### config.mk
export PLATFORM = sky130hd
export DESIGN_NAME = dcs_ctrl
export DESIGN_NICKNAME = d
export VERILOG_FILES = /design/src/pkg/dcs_pkg.sv /design/src/hdl/dcs_ser_rx.sv /design/src/hdl/dcs_clk_mux.sv /design/src/hdl/dcs_ctrl.sv
export SDC_FILE = /design/constraint.sdc
export NUM_CORES = 1
export LEC_CHECK = 0
export ABC_AREA = 1
export BUFFER_PORTS_ARGS = -buffer_cell sky130_fd_sc_hd__buf_2
export CAP_MARGIN = 20
export CORE_UTILIZATION = 35
export DETAILED_ROUTE_END_ITERATION = 7
export SYNTH_ARGS = -nofsm -noshare
export SYNTH_HDL_FRONTEND = slang
export SYNTH_SLANG_ARGS = --single-unit
### constraint.sdc
create_clock -name pclk -period 9.27 [get_ports pclk]
set_input_delay 1.854 -clock pclk [delete_from_list [all_inputs] [get_ports pclk]]
set_output_delay 1.854 -clock pclk [all_outputs]
set_load 0.1 [all_outputs]
### src/pkg/dcs_pkg.sv
// shared constants and types for the dual clock synthesiser control block
package dcs_pkg;

  // ==========================================================
  // programming word
  localparam int WORD_W = 22;
  localparam int IDX_W = 4;
  localparam int FB_W = 7;
  localparam int POST_W = 3;
  localparam int REFC_W = 7;
  localparam logic [7:0] FB_OFFSET = 8'h03;
  localparam logic [7:0] REFC_OFFSET = 8'h02;
  localparam logic [WORD_W-1:0] WORD_RST = 22'h000400;

  typedef struct packed {
    logic [IDX_W-1:0] range_idx;
    logic [FB_W-1:0] fb_cnt;
    logic rsv;
    logic [POST_W-1:0] post_sel;
    logic [REFC_W-1:0] ref_cnt;
  } dcs_word_s;

  // ==========================================================
  // apb register map (byte addresses)
  localparam logic [11:0] CTRL_OFFS = 12'h000;
  localparam logic [11:0] STAT_OFFS = 12'h004;
  localparam logic [11:0] WORD_A_OFFS = 12'h008;
  localparam logic [11:0] WORD_B_OFFS = 12'h00C;
  localparam logic [15:0] QUIET_RST = 16'h0010;

  // status field positions
  localparam int ST_SETTLED_A = 0;
  localparam int ST_SETTLED_B = 1;
  localparam int ST_ON_SYN_A = 2;
  localparam int ST_ON_SYN_B = 3;
  localparam int ST_BUSY_A = 4;
  localparam int ST_BUSY_B = 5;

  // ==========================================================
  // timing
  localparam int CLK_MHZ = 100;
  localparam int SETTLE_MS = 10;
  localparam int SETTLE_CYC = SETTLE_MS * 1000 * CLK_MHZ;
  localparam int BUDGET_W = 10;

  typedef struct packed {
    logic clk;
    logic oe;
  } dcs_pin_s;

endpackage

### src/hdl/dcs_ser_rx.sv
// serial programming word receiver for one channel
`timescale 1ns/1ps
module dcs_ser_rx
  import dcs_pkg::*;
(
  input wire logic pclk,
  input wire logic presetn,
  input wire logic serial_clk,
  input wire logic serial_data,
  input wire logic [15:0] quiet_cycles,
  output logic word_load,
  output logic [WORD_W-1:0] word,
  output logic busy
);

  // ==========================================================
  // three-stage synchronisers
  logic [2:0] sck_q;
  logic [2:0] dat_q;
  logic sck_lvl_q;
  logic [WORD_W-1:0] shift_q;
  logic [15:0] quiet_q;
  logic busy_q;
  logic [WORD_W-1:0] word_q;
  logic load_q;
  wire sck_agree = sck_q[1] == sck_q[2];
  wire sck_rise = sck_agree && sck_q[2] && !sck_lvl_q;

  always_ff @(posedge pclk or negedge presetn)
  begin
    if (!presetn)
    begin
      sck_q <= 3'h0;
      dat_q <= 3'h0;
      sck_lvl_q <= 1'b0;
    end
    else
    begin
      sck_q <= {sck_q[1:0], serial_clk};
      dat_q <= {dat_q[1:0], serial_data};
      if (sck_agree)
        sck_lvl_q <= sck_q[2];
    end
  end

  // ==========================================================
  // shift in lsb first; older bits fall off so the last 22 stay
  always_ff @(posedge pclk or negedge presetn)
  begin
    if (!presetn)
    begin
      shift_q <= WORD_RST;
      quiet_q <= 16'h0000;
      busy_q <= 1'b0;
      word_q <= WORD_RST;
      load_q <= 1'b0;
    end
    else
    begin
      load_q <= 1'b0;
      if (sck_rise)
      begin
        shift_q <= {dat_q[2], shift_q[WORD_W-1:1]};
        quiet_q <= 16'h0000;
        busy_q <= 1'b1;
      end
      else if (busy_q)
      begin
        // the word only commits once the serial clock has been quiet
        if (quiet_q >= quiet_cycles)
        begin
          busy_q <= 1'b0;
          word_q <= shift_q;
          load_q <= 1'b1;
        end
        else
          quiet_q <= quiet_q + 16'h0001;
      end
    end
  end

  assign word_load = load_q;
  assign word = word_q;
  assign busy = busy_q;

endmodule

### src/hdl/dcs_clk_mux.sv
// glitch-free two-source clock selector
`timescale 1ns/1ps
module dcs_clk_mux
(
  input wire logic pclk,
  input wire logic presetn,
  input wire logic syn_clk,
  input wire logic ref_clk,
  input wire logic sel_syn,
  output logic clk_out,
  output logic on_syn
);

  // ==========================================================
  // source changes only while both inputs are low, so no runt pulse
  logic sel_q;
  logic out_q;
  wire both_low = !syn_clk && !ref_clk;
  wire sel_d = (both_low && sel_syn != sel_q) ? sel_syn : sel_q;
  wire out_d = sel_d ? syn_clk : ref_clk;

  always_ff @(posedge pclk or negedge presetn)
  begin
    if (!presetn)
    begin
      sel_q <= 1'b0;
      out_q <= 1'b0;
    end
    else
    begin
      sel_q <= sel_d;
      out_q <= out_d;
    end
  end

  assign clk_out = out_q;
  assign on_syn = sel_q;

endmodule

### src/hdl/dcs_ctrl.sv
// dual channel clock synthesiser control: programming, synthesis model, muxing
//
// Our own choices: the APB interface to the registers and the address map.
`timescale 1ns/1ps
// Summary of operation
// - bypass select high drives the output at the programmed frequency.
// - bypass select low routes the reference clock to the output.
// - while bypassed the output stays at reference despite retuning.
// - host lowers select first; switch to reference is glitch-free.
// - settling takes up to 10 ms after the last bit; host waits.
// - host raises select after settling; switch to synthesis is glitch-free.
// - channel A gives full, half and quarter rate outputs, aligned.
// - output disable low tri-states the channel output.
// - disable inputs default high, leaving the output enabled.
// - synthesised rate is two times reference times feedback over reference count.
// - reference is divided by the programmed reference count.
// - word fields msb down: range, feedback-3, reserved, post select, refcount-2.
// - one bit per serial clock rising edge, lsb first.
// - more than 22 edges keeps only the latest 22 bits.
// - post divider divides by two to the power of its field.
module dcs_ctrl
  import dcs_pkg::*;
#(
  parameter int SETTLE_CYCLES = SETTLE_CYC
)
(
  input wire logic pclk,
  input wire logic presetn,
  input wire logic psel,
  input wire logic penable,
  input wire logic pwrite,
  input wire logic [11:0] paddr,
  input wire logic [31:0] pwdata,
  output logic [31:0] prdata,
  output logic pready,
  output logic pslverr,
  input wire logic ref_clk_in,
  input wire logic serial_data,
  input wire logic chan_a_serial_clk,
  input wire logic chan_b_serial_clk,
  input wire logic chan_a_ref_bypass_sel,
  input wire logic chan_b_ref_bypass_sel,
  input wire logic chan_a_output_disable_n,
  input wire logic chan_b_output_disable_n,
  output logic chan_a_clk_out,
  output logic chan_a_clk_out_oe,
  output logic chan_a_clk_half,
  output logic chan_a_clk_half_oe,
  output logic chan_a_clk_quarter,
  output logic chan_a_clk_quarter_oe,
  output logic chan_b_clk_out,
  output logic chan_b_clk_out_oe,
  output logic ref_osc_buffered_out
);

  localparam int ST_W = $clog2(SETTLE_CYCLES + 1);

  // a zero settle count would leave the settled flag stuck high
  if (SETTLE_CYCLES < 1)
  begin : g_bad_settle
    $error("SETTLE_CYCLES must be at least one");
  end

  // ==========================================================
  // helpers
  function automatic logic [7:0] fb_of(input dcs_word_s w);
    fb_of = {1'b0, w.fb_cnt} + FB_OFFSET;
  endfunction

  function automatic logic [7:0] refc_of(input dcs_word_s w);
    refc_of = {1'b0, w.ref_cnt} + REFC_OFFSET;
  endfunction

  // ==========================================================
  // reference input synchroniser
  logic [2:0] ref_q;
  logic ref_lvl_q;
  wire ref_agree = ref_q[1] == ref_q[2];
  wire ref_rise = ref_agree && ref_q[2] && !ref_lvl_q;

  always_ff @(posedge pclk or negedge presetn)
  begin
    if (!presetn)
    begin
      ref_q <= 3'h0;
      ref_lvl_q <= 1'b0;
    end
    else
    begin
      ref_q <= {ref_q[1:0], ref_clk_in};
      if (ref_agree)
        ref_lvl_q <= ref_q[2];
    end
  end

  // ==========================================================
  // apb registers
  logic [15:0] quiet_q;
  logic [31:0] rdata_q;
  dcs_word_s word_v [2];
  logic [1:0] settled_v;
  logic [1:0] on_syn_v;
  logic [1:0] busy_v;
  logic [1:0] mux_out_v;
  logic [1:0] oe_v;

  wire apb_acc = psel && penable;
  wire hit_ctrl = paddr == CTRL_OFFS;
  wire hit_stat = paddr == STAT_OFFS;
  wire hit_wa = paddr == WORD_A_OFFS;
  wire hit_wb = paddr == WORD_B_OFFS;
  wire hit_any = hit_ctrl || hit_stat || hit_wa || hit_wb;
  wire [31:0] stat_word = {26'h0, busy_v[1], busy_v[0], on_syn_v[1], on_syn_v[0],
                           settled_v[1], settled_v[0]};
  wire [31:0] rd_mux = hit_ctrl ? {16'h0000, quiet_q} :
                       hit_stat ? stat_word :
                       hit_wa ? {10'h0, word_v[0]} :
                       hit_wb ? {10'h0, word_v[1]} : 32'h00000000;

  always_ff @(posedge pclk or negedge presetn)
  begin
    if (!presetn)
    begin
      quiet_q <= QUIET_RST;
      rdata_q <= 32'h00000000;
    end
    else
    begin
      if (apb_acc && pwrite && hit_ctrl)
        quiet_q <= pwdata[15:0];
      if (psel && !penable && !pwrite)
        rdata_q <= rd_mux;
    end
  end

  assign pready = 1'b1;
  assign pslverr = apb_acc && !hit_any;
  assign prdata = rdata_q;

  // ==========================================================
  // per channel: receiver, synthesis model, post divider, mux
  wire [1:0] sck_pins = {chan_b_serial_clk, chan_a_serial_clk};
  wire [1:0] sel_pins = {chan_b_ref_bypass_sel, chan_a_ref_bypass_sel};
  wire [1:0] dis_pins = {chan_b_output_disable_n, chan_a_output_disable_n};

  for (genvar ch = 0; ch < 2; ch++)
  begin : g_ch
    logic load;
    logic [WORD_W-1:0] rx_word;
    logic [2:0] sel_q;
    logic [2:0] dis_q;
    logic sel_lvl_q;
    logic dis_lvl_q;
    logic [7:0] rdiv_q;
    logic [BUDGET_W-1:0] budget_q;
    logic [6:0] post_q;
    logic syn_q;
    logic [ST_W-1:0] settle_q;

    dcs_ser_rx u_rx (
      .pclk(pclk),
      .presetn(presetn),
      .serial_clk(sck_pins[ch]),
      .serial_data(serial_data),
      .quiet_cycles(quiet_q),
      .word_load(load),
      .word(rx_word),
      .busy(busy_v[ch])
    );

    assign word_v[ch] = dcs_word_s'(rx_word);

    // divided reference: one compare tick every refcount reference edges
    wire [7:0] q_val = refc_of(word_v[ch]);
    wire cmp_tick = ref_rise && (rdiv_q >= q_val - 8'h01);
    // each compare tick grants 4*P vco half-periods: 2*ref_clk_in*P/Q
    wire [BUDGET_W-1:0] grant = cmp_tick ? {fb_of(word_v[ch]), 2'b00} : '0;
    wire spend = budget_q != '0;
    wire [BUDGET_W:0] budget_sum = {1'b0, budget_q} + {1'b0, grant} - {{BUDGET_W{1'b0}}, spend};
    // saturate rather than wrap, so an overfull budget never turns into a short burst
    wire [BUDGET_W-1:0] budget_d = budget_sum[BUDGET_W] ? '1 : budget_sum[BUDGET_W-1:0];
    // post divider toggles every 2^M vco toggles
    // counting toggles rather than periods keeps m = 0 and m > 0 on one path
    wire [6:0] post_lim = 7'((8'h01 << word_v[ch].post_sel) - 8'h01);
    wire post_wrap = spend && (post_q >= post_lim);

    always_ff @(posedge pclk or negedge presetn)
    begin
      if (!presetn)
      begin
        sel_q <= 3'h0;
        dis_q <= 3'h7;
        sel_lvl_q <= 1'b0;
        dis_lvl_q <= 1'b1;
      end
      else
      begin
        sel_q <= {sel_q[1:0], sel_pins[ch]};
        dis_q <= {dis_q[1:0], dis_pins[ch]};
        if (sel_q[1] == sel_q[2])
          sel_lvl_q <= sel_q[2];
        if (dis_q[1] == dis_q[2])
          dis_lvl_q <= dis_q[2];
      end
    end

    always_ff @(posedge pclk or negedge presetn)
    begin
      if (!presetn)
      begin
        rdiv_q <= 8'h00;
        budget_q <= '0;
        post_q <= 7'h00;
        syn_q <= 1'b0;
      end
      else
      begin
        if (load)
          rdiv_q <= 8'h00;
        else if (cmp_tick)
          rdiv_q <= 8'h00;
        else if (ref_rise)
          rdiv_q <= rdiv_q + 8'h01;
        budget_q <= budget_d;
        if (load)
          post_q <= 7'h00;
        else if (post_wrap)
          post_q <= 7'h00;
        else if (spend)
          post_q <= post_q + 7'h01;
        if (post_wrap)
          syn_q <= !syn_q;
      end
    end

    // settle timer restarts on every committed word
    always_ff @(posedge pclk or negedge presetn)
    begin
      if (!presetn)
        settle_q <= ST_W'(SETTLE_CYCLES);
      else if (load)
        settle_q <= '0;
      else if (settle_q != ST_W'(SETTLE_CYCLES))
        settle_q <= settle_q + 1'b1;
    end

    assign settled_v[ch] = settle_q == ST_W'(SETTLE_CYCLES);
    // oe follows the synchronised level, so a glitch on the pin cannot chatter the pad
    assign oe_v[ch] = dis_lvl_q;

    dcs_clk_mux u_mux (
      .pclk(pclk),
      .presetn(presetn),
      .syn_clk(syn_q),
      .ref_clk(ref_lvl_q),
      .sel_syn(sel_lvl_q),
      .clk_out(mux_out_v[ch]),
      .on_syn(on_syn_v[ch])
    );
  end

  // ==========================================================
  // channel A divided copies, registered with the full-rate copy
  logic a_q;
  logic half_q;
  logic quarter_q;
  logic b_q;
  logic ref_osc_buffered_out_q;
  wire a_rise = mux_out_v[0] && !a_q;

  always_ff @(posedge pclk or negedge presetn)
  begin
    if (!presetn)
    begin
      a_q <= 1'b0;
      half_q <= 1'b0;
      quarter_q <= 1'b0;
      b_q <= 1'b0;
      ref_osc_buffered_out_q <= 1'b0;
    end
    else
    begin
      a_q <= mux_out_v[0];
      b_q <= mux_out_v[1];
      ref_osc_buffered_out_q <= ref_lvl_q;
      if (a_rise)
        half_q <= !half_q;
      if (a_rise && half_q)
        quarter_q <= !quarter_q;
    end
  end

  assign chan_a_clk_out = a_q;
  assign chan_a_clk_half = half_q;
  assign chan_a_clk_quarter = quarter_q;
  assign chan_b_clk_out = b_q;
  assign ref_osc_buffered_out = ref_osc_buffered_out_q;
  assign chan_a_clk_out_oe = oe_v[0];
  assign chan_a_clk_half_oe = oe_v[0];
  assign chan_a_clk_quarter_oe = oe_v[0];
  assign chan_b_clk_out_oe = oe_v[1];

endmodule

==> impl_metrics.csv, run 1 <==
group,metric,value,unit
logic_synthesis,synth_seq_cells,294,
pwr,p_leak,9.11,nW
floorplan,ios,100,
finish,area_delta_synth_final,13.3,%
logic_synthesis,netlist_area,0.0163,sq mm
detailed_routing,avgViaCountPerCell,4.89,
timing,fin_skew,14.5,ps
grt,grt_max_degree,120,
cts,h-tree-depth,2,
status,status,"finished clean",
timing,tightest_slew,947,ps
setup_path,cp.arrival,3130,ps
timing,hold_violations,0,
timing,whs,345,ps
logic_synthesis,seq_area_frac_synth,0.454,
floorplan,die-area,0.0474,sq mm
floorplan,fp.dieW,218,microns
timing,max_slew_margin,0.369,
place,gp_congestion,0.799,
finish,fin_util,0.405,
detailed_routing,avgRoutedWirePerCell,14.0,microns
timing,fin_crit_sh,0.538,
floorplan,start_util,0.357,
finish,antennaDiodeCount,0,
timing,min_period,4990,ps
cts,cts_resized,0,
detailed_routing,drc,0,
setup_path,startpoint_type,"input pin",
floorplan,coreArea,0.0456,sq mm
timing,slew_viol_final,0,
floorplan,rows,78,
cts,cts_tree,"yes",
cts,cts_inserted_buffers,34,
finish,num-nets-final,2230,
finish,mostFrequentLayoutCell,"nand2_1",
place,io_buffers,72,
grt,grt_first_pass_wirelength,63.0,mm
cts,cts.sinks,294,
timing,final.setup.tns,0,ps
grt,grt_pass1_vias,12500,
place,dpl-instance-area,0.0172,sq mm
floorplan,die_h,218,microns
detailed_routing,dr.pass1.iters,5,
setup_path,endpoint_kind,"primary output",
finish,final_cell_mix,"465 x nand2_1, 293 x inv_1, 267 x dfrtp_1",
timing,maxClockFrequency,200,MHz
setup_path,cp.required,7420,ps
logic_synthesis,yosysWarnings,0,
logic_synthesis,synthDistinctLibCells,43,
detailed_routing,drtIter0Drc,863,
setup_path,critPathMaxFanout,28,
logic_synthesis,yosys_most_used_dff,"dfrtp_1",
detailed_routing,routed_wirelength,37.6,mm
place,hpwl,27.0,mm
grt,track_usage,0.163,
logic_synthesis,synth_area_per_cell,8.18,sq um
detailed_routing,drtAntennaViolNets,0,
hold_path,hp-class,"reg2reg",
pwr,p_per_area,219,mW/mm^2
cts,ctsHoldBuffers,0,
place,post-place-cells,2620,
cts,clockRootBuffer,"clkbuf_16",
logic_synthesis,synth_enable_flop_cells,0,
setup_path,critPathKind,"in2out",
logic_synthesis,netlist_instances,1990,
finish,drive_above_1_share,0.0951,
cts,clk_latency,530,ps
grt,grt_overflow,0,
timing,rsz0062_at_grt,"false",
run,cap_violations,0,
timing,setup_viol,0,
finish,final_cell_area,0.0184,sq mm
cts,clkTransAtPathRegs,60,ps
cts,post_cts.repair.setup_buffers,0,
finish,fin_cells,2681,
logic_synthesis,ys_async_sr_fraction,1.00,
grt,antenna_found_initial,0,
pwr,ir_drop,0.000128,V
cts,cts_buffer_depth,3,
detailed_routing,num_vias,13100,
## metal layers
layer,share of wire,global-route usage,routed length (microns),vias up
li1,-,-,-,6573
met1,0.47,0.221,17700,6222
met2,0.46,0.263,17400,254
met3,0.042,0.0279,1580,59
met4,0.023,0.0519,857,0
met5,0,0,0,-
## state kept, by name, summed over array words and instances (netlist names), 2 cells and up, named ones only
register and count:
g_ch.dis_q 6, g_ch.post_q 14, g_ch.budget_q 20, g_ch.u_rx.shift_q 44, g_ch.settle_q 40, g_ch.u_rx.dat_q 3, prdata 22, g_ch.syn_q 2
ref_q 3, g_ch.u_mux.clk_out 2, g_ch.u_rx.sck_lvl_q 2, g_ch.rdiv_q 16, g_ch.u_rx.busy 2, g_ch.u_rx.word_load 2, g_ch.u_rx.word 44, g_ch.sel_q 6
g_ch.sel_lvl_q 2, quiet_q 16, g_ch.u_rx.quiet_q 32, g_ch.u_rx.sck_q 6
## path summary, 6_finish.rpt
| kind | endpoint | from | slack (ps) | cells past startpoint |
|---|---|---|---|---|
| max in group asynchronous | g_ch[1].settle_q[2] | presetn | 6330 | 2 |
| worst max-delay path | pslverr | paddr[7] | 4280 | 6 |
| min in group asynchronous | g_ch[0].settle_q[15] | presetn | 1440 | 1 |
| worst min register to register | g_ch[0].u_rx.dat_q[2] | g_ch[1].u_rx.dat_q[1] | 350 | 0 |
| worst max register to register | g_ch[1].budget_q[1] | g_ch[1].u_rx.word[2] | 4690 | 22 |
| worst min-delay path | g_ch[0].u_rx.dat_q[2] | g_ch[1].u_rx.dat_q[1] | 350 | 0 |
## report_power, final
part | total (mW) | switching (mW) | internal [mW]
combinational | 1.04 | 0.682 | 0.356
clock | 1.46 | 0.552 | 0.907
sequential | 1.54 | 0.0983 | 1.44
## cell usage after synthesis (5+ instances only)
library cell / n / area [sq um]
nand2_1: 465 / 1750
inv_1: 293 / 1100
dfrtp_1: 267 / 6680
o21ai_0: 146 / 731
nand3_1: 143 / 716
nor2_1: 124 / 465
ha_1: 115 / 1440
a21oi_1: 89 / 445
xor2_1: 53 / 464
nand4_1: 52 / 325
clkbuf_1: 41 / 154
nor3_1: 36 / 180
dfstp_2: 27 / 709
xnor2_1: 21 / 184
o21ai_2: 16 / 140
buf_4: 13 / 97.6
o21a_1: 10 / 75.1
nand3b_1: 9 / 67.6
o22ai_1: 8 / 50.1
a31oi_1: 6 / 37.5
o21bai_1: 6 / 45.0
o211ai_1: 5 / 37.5
or2_2: 5 / 31.3
## area by class of cell
type | count | area (sq um)
tap | 600 | 751
clock buffer | 45 | 1010
multi-input combinational | 1349 | 7520
inverter | 295 | 1110
sequential | 294 | 7390
timing repair buffer | 82 | 445
clock inverter | 16 | 226
fill | 4581 | 27100
## critical path, stage by stage
cell and delay (ps):
buf_2 100, nor2_1 100, nand2_1 90, nor2_4 540, a21oi_1 120, buf_2 320
## kinds of logic (layout without fill, tap and decap cells)
family / Yosys count / after routing / synth area share
mux: 2 / 2 / 0.00138
compound gates: 296 / 296 / 0.101
other cells: 2 / 11 / 0.000462
xor+xnor: 74 / 74 / 0.0398
fa+ha+maj: 121 / 121 / 0.0934
buf+inv: 356 / 438 / 0.0868
flops: 294 / 294 / 0.454
simple gates: 845 / 845 / 0.223
## metrics by stage
step	power, mW	setup WS, ps
after floorplan	2.36	3710
after global placement	2.58	4260
after detailed placement	2.61	4280
after CTS	4.09	4270
after global routing	4.31	4110
final	4.04	4280
(Power assumes the default switching activity.)
==> run 2: changes to the inputs <==
==> constraint.sdc (replaced) <==
create_clock -name pclk -period 5.2 [get_ports pclk]
set_input_delay 1.04 -clock pclk [delete_from_list [all_inputs] [get_ports pclk]]
set_output_delay 1.04 -clock pclk [all_outputs]
set_load 0.1 [all_outputs]
==> impl_metrics.csv, run 2 (same netlist as run 1, synthesis figures left out) <==
group,metric,value,unit
setup_path,crit_family,"simple AND/OR/NAND/NOR gates",
detailed_routing,num_vias,13000,
finish,num-nets-final,2235,
timing,max_slew_margin,0.334,
finish,regArea,0.00739,sq mm
detailed_routing,drtIter0Drc,744,
cts,post_cts.repair.setup_buffers,0,
pwr,swShare,0.340,
setup_path,worst-r2r-setup-slack,1120,ps
pwr,pwr-share-seq,0.390,
grt,grt_pass1_vias,12700,
hold_path,hp-class,"reg2reg",
setup_path,slowest_delay,420,ps
timing,setup_viol,0,
finish,fin_util,0.404,
setup_path,critPathMaxFanout,10,
cts,h-tree-depth,2,
setup_path,crit_buf_inv,3,
floorplan,ios,100,
finish,area_delta_synth_final,13.1,%
setup_path,cp.arrival,4510,ps
grt,grt_max_degree,121,
cts,ctsHoldBuffers,0,
pwr,combPwrFrac,0.267,
setup_path,endpoint_kind,"register",
finish,final_cell_mix,"465 x nand2_1, 293 x inv_1, 267 x dfrtp_1",
detailed_routing,dr.pass1.iters,5,
setup_path,worstReg2RegEnd,"g_ch[1].budget_q[9]",
run,cap_violations,0,
pwr,intPower,4.65,mW
finish,antennaDiodeCount,0,
grt,grt_overflow,0,
cts,cts_tree,"yes",
cts,cts.sinks,294,
setup_path,critPathLaunch,"g_ch[1].u_rx.word[2]",
detailed_routing,routed_wirelength,37.4,mm
cts,cts_buffer_depth,3,
timing,final.setup.tns,0,ps
timing,hold_violations,0,
timing,finalWorstSetupSlack,1120,ps
finish,mostFrequentLayoutCell,"nand2_1",
place,io_buffers,72,
setup_path,critPathKind,"reg2reg",
setup_path,path_cells,"inv_1 > nor3_1 > nand3_1 > nor2_1 > nand2_1 > ha_1 > nand2_1 > o21a_1 > nand2_1 > nand2_1 > or2_2 > ha_1 > inv_1 > ha_1 > nand2_1 > nand2_1 > nand2_1 > nand3_1 > nand2_1 > nand3_1 > xnor2_1 > buf_4 > nand2_1",
pwr,clkPwrFrac,0.343,
pwr,p_switching,2.40,mW
floorplan,coreArea,0.0456,sq mm
cts,cts_inserted_buffers,34,
cts,clockRootBuffer,"clkbuf_16",
floorplan,start_util,0.357,
detailed_routing,drc,0,
setup_path,reg2reg_depth,23,
pwr,ir_drop,0.000225,V
timing,min_period,4080,ps
finish,drive_above_1_share,0.0977,
place,hpwl,27.1,mm
pwr,p_per_area,383,mW/mm^2
setup_path,cp.required,5620,ps
pwr,power,7.05,mW
cts,cts_resized,0,
setup_path,path_depth,23,
setup_path,startpoint_type,"register",
setup_path,endpoint,"g_ch[1].budget_q[9]",
grt,antenna_found_initial,0,
status,status,"finished clean",
timing,fin_crit_sh,0.785,
cts,clk_latency,550,ps
grt,track_usage,0.163,
pwr,p_leak,9.10,nW
place,pre_cts_slack,1150,ps
finish,num-fill-cells,4572,
timing,maxClockFrequency,245,MHz
setup_path,slowest_stage,"dfrtp_1",
timing,fin_skew,18.8,ps
setup_path,worstReg2RegStart,"g_ch[1].u_rx.word[2]",
place,gp_congestion,0.813,
floorplan,die_h,218,microns
timing,tightest_slew,999,ps
timing,slew_viol_final,0,
timing,rsz0062_at_grt,"false",
grt,grt_first_pass_wirelength,63.0,mm
floorplan,rows,78,
setup_path,cp_common_cell,"nand2_1",
detailed_routing,avgViaCountPerCell,4.85,
floorplan,die-area,0.0474,sq mm
finish,multiInputGateArea,0.00752,sq mm
floorplan,fp.dieW,218,microns
cts,clkTransAtPathRegs,60,ps
detailed_routing,drtAntennaViolNets,0,
detailed_routing,avgRoutedWirePerCell,13.9,microns
-- run 2: cell types whose count changed in the layout (fill, tap and decap cells not counted), sizes merged --
| cell | change |
|---|---|
| clkinv | +2 |
| inv | +3 |
| clkbuf | -1 |
| bufinv | -3 |
| buf | +5 |
-- run 2: area by class of cell --
type                    instances  area share
well taps                     600      0.0408
repair buffers                 87      0.0276
inverters                     295      0.0602
flip-flops and latches        294       0.402
multi-input cells            1349       0.408
clock inverters                18     0.00958
clock buffers                  44      0.0521
-- run 2: per-layer routing --
metal	GRT usage	part of all wire	up-vias
li1	-	-	6577
met1	0.218	0.46	6171
met2	0.266	0.47	235
met3	0.0264	0.048	54
met4	0.0547	0.023	0
met5	0	0	-
-- run 2: how the worst min path moves through the flow --
| stage | slack [ps] | start | endpoint | cells after the start |
|---|---|---|---|---|
| floorplan | 330 | g_ch[1].u_mux.clk_out | chan_b_clk_out | 0 |
| global placement | 330 | g_ch[1].u_rx.sck_q[0] | g_ch[1].u_rx.sck_q[1] | 0 |
| detailed placement | 340 | g_ch[1].sel_q[0] | g_ch[1].sel_q[1] | 0 |
| CTS | 350 | g_ch[1].u_rx.dat_q[1] | g_ch[0].u_rx.dat_q[2] | 0 |
| global route | 360 | g_ch[1].u_rx.dat_q[0] | g_ch[1].u_rx.dat_q[1] | 0 |
| finish | 350 | g_ch[1].u_rx.dat_q[0] | g_ch[1].u_rx.dat_q[1] | 0 |
-- run 2: stage by stage --
stage	cells	hold WS [ps]	cell area [sq um]
after floorplan	1999	331	16300
after global placement	2624	334	17300
after detailed placement	2624	338	17300
after CTS	2686	352	18400
after global routing	2687	359	18400
final	2687	349	18400
-- run 2: power groups by stage --
stage / clock network (mW) / registers, mW / logic (mW)
floorplan: 0 / 2.88 / 1.33
global placement: 0 / 2.78 / 1.84
detailed placement: 0 / 2.79 / 1.90
CTS: 2.50 / 2.75 / 1.91
global route: 2.58 / 2.78 / 2.17
finish: 2.42 / 2.75 / 1.89
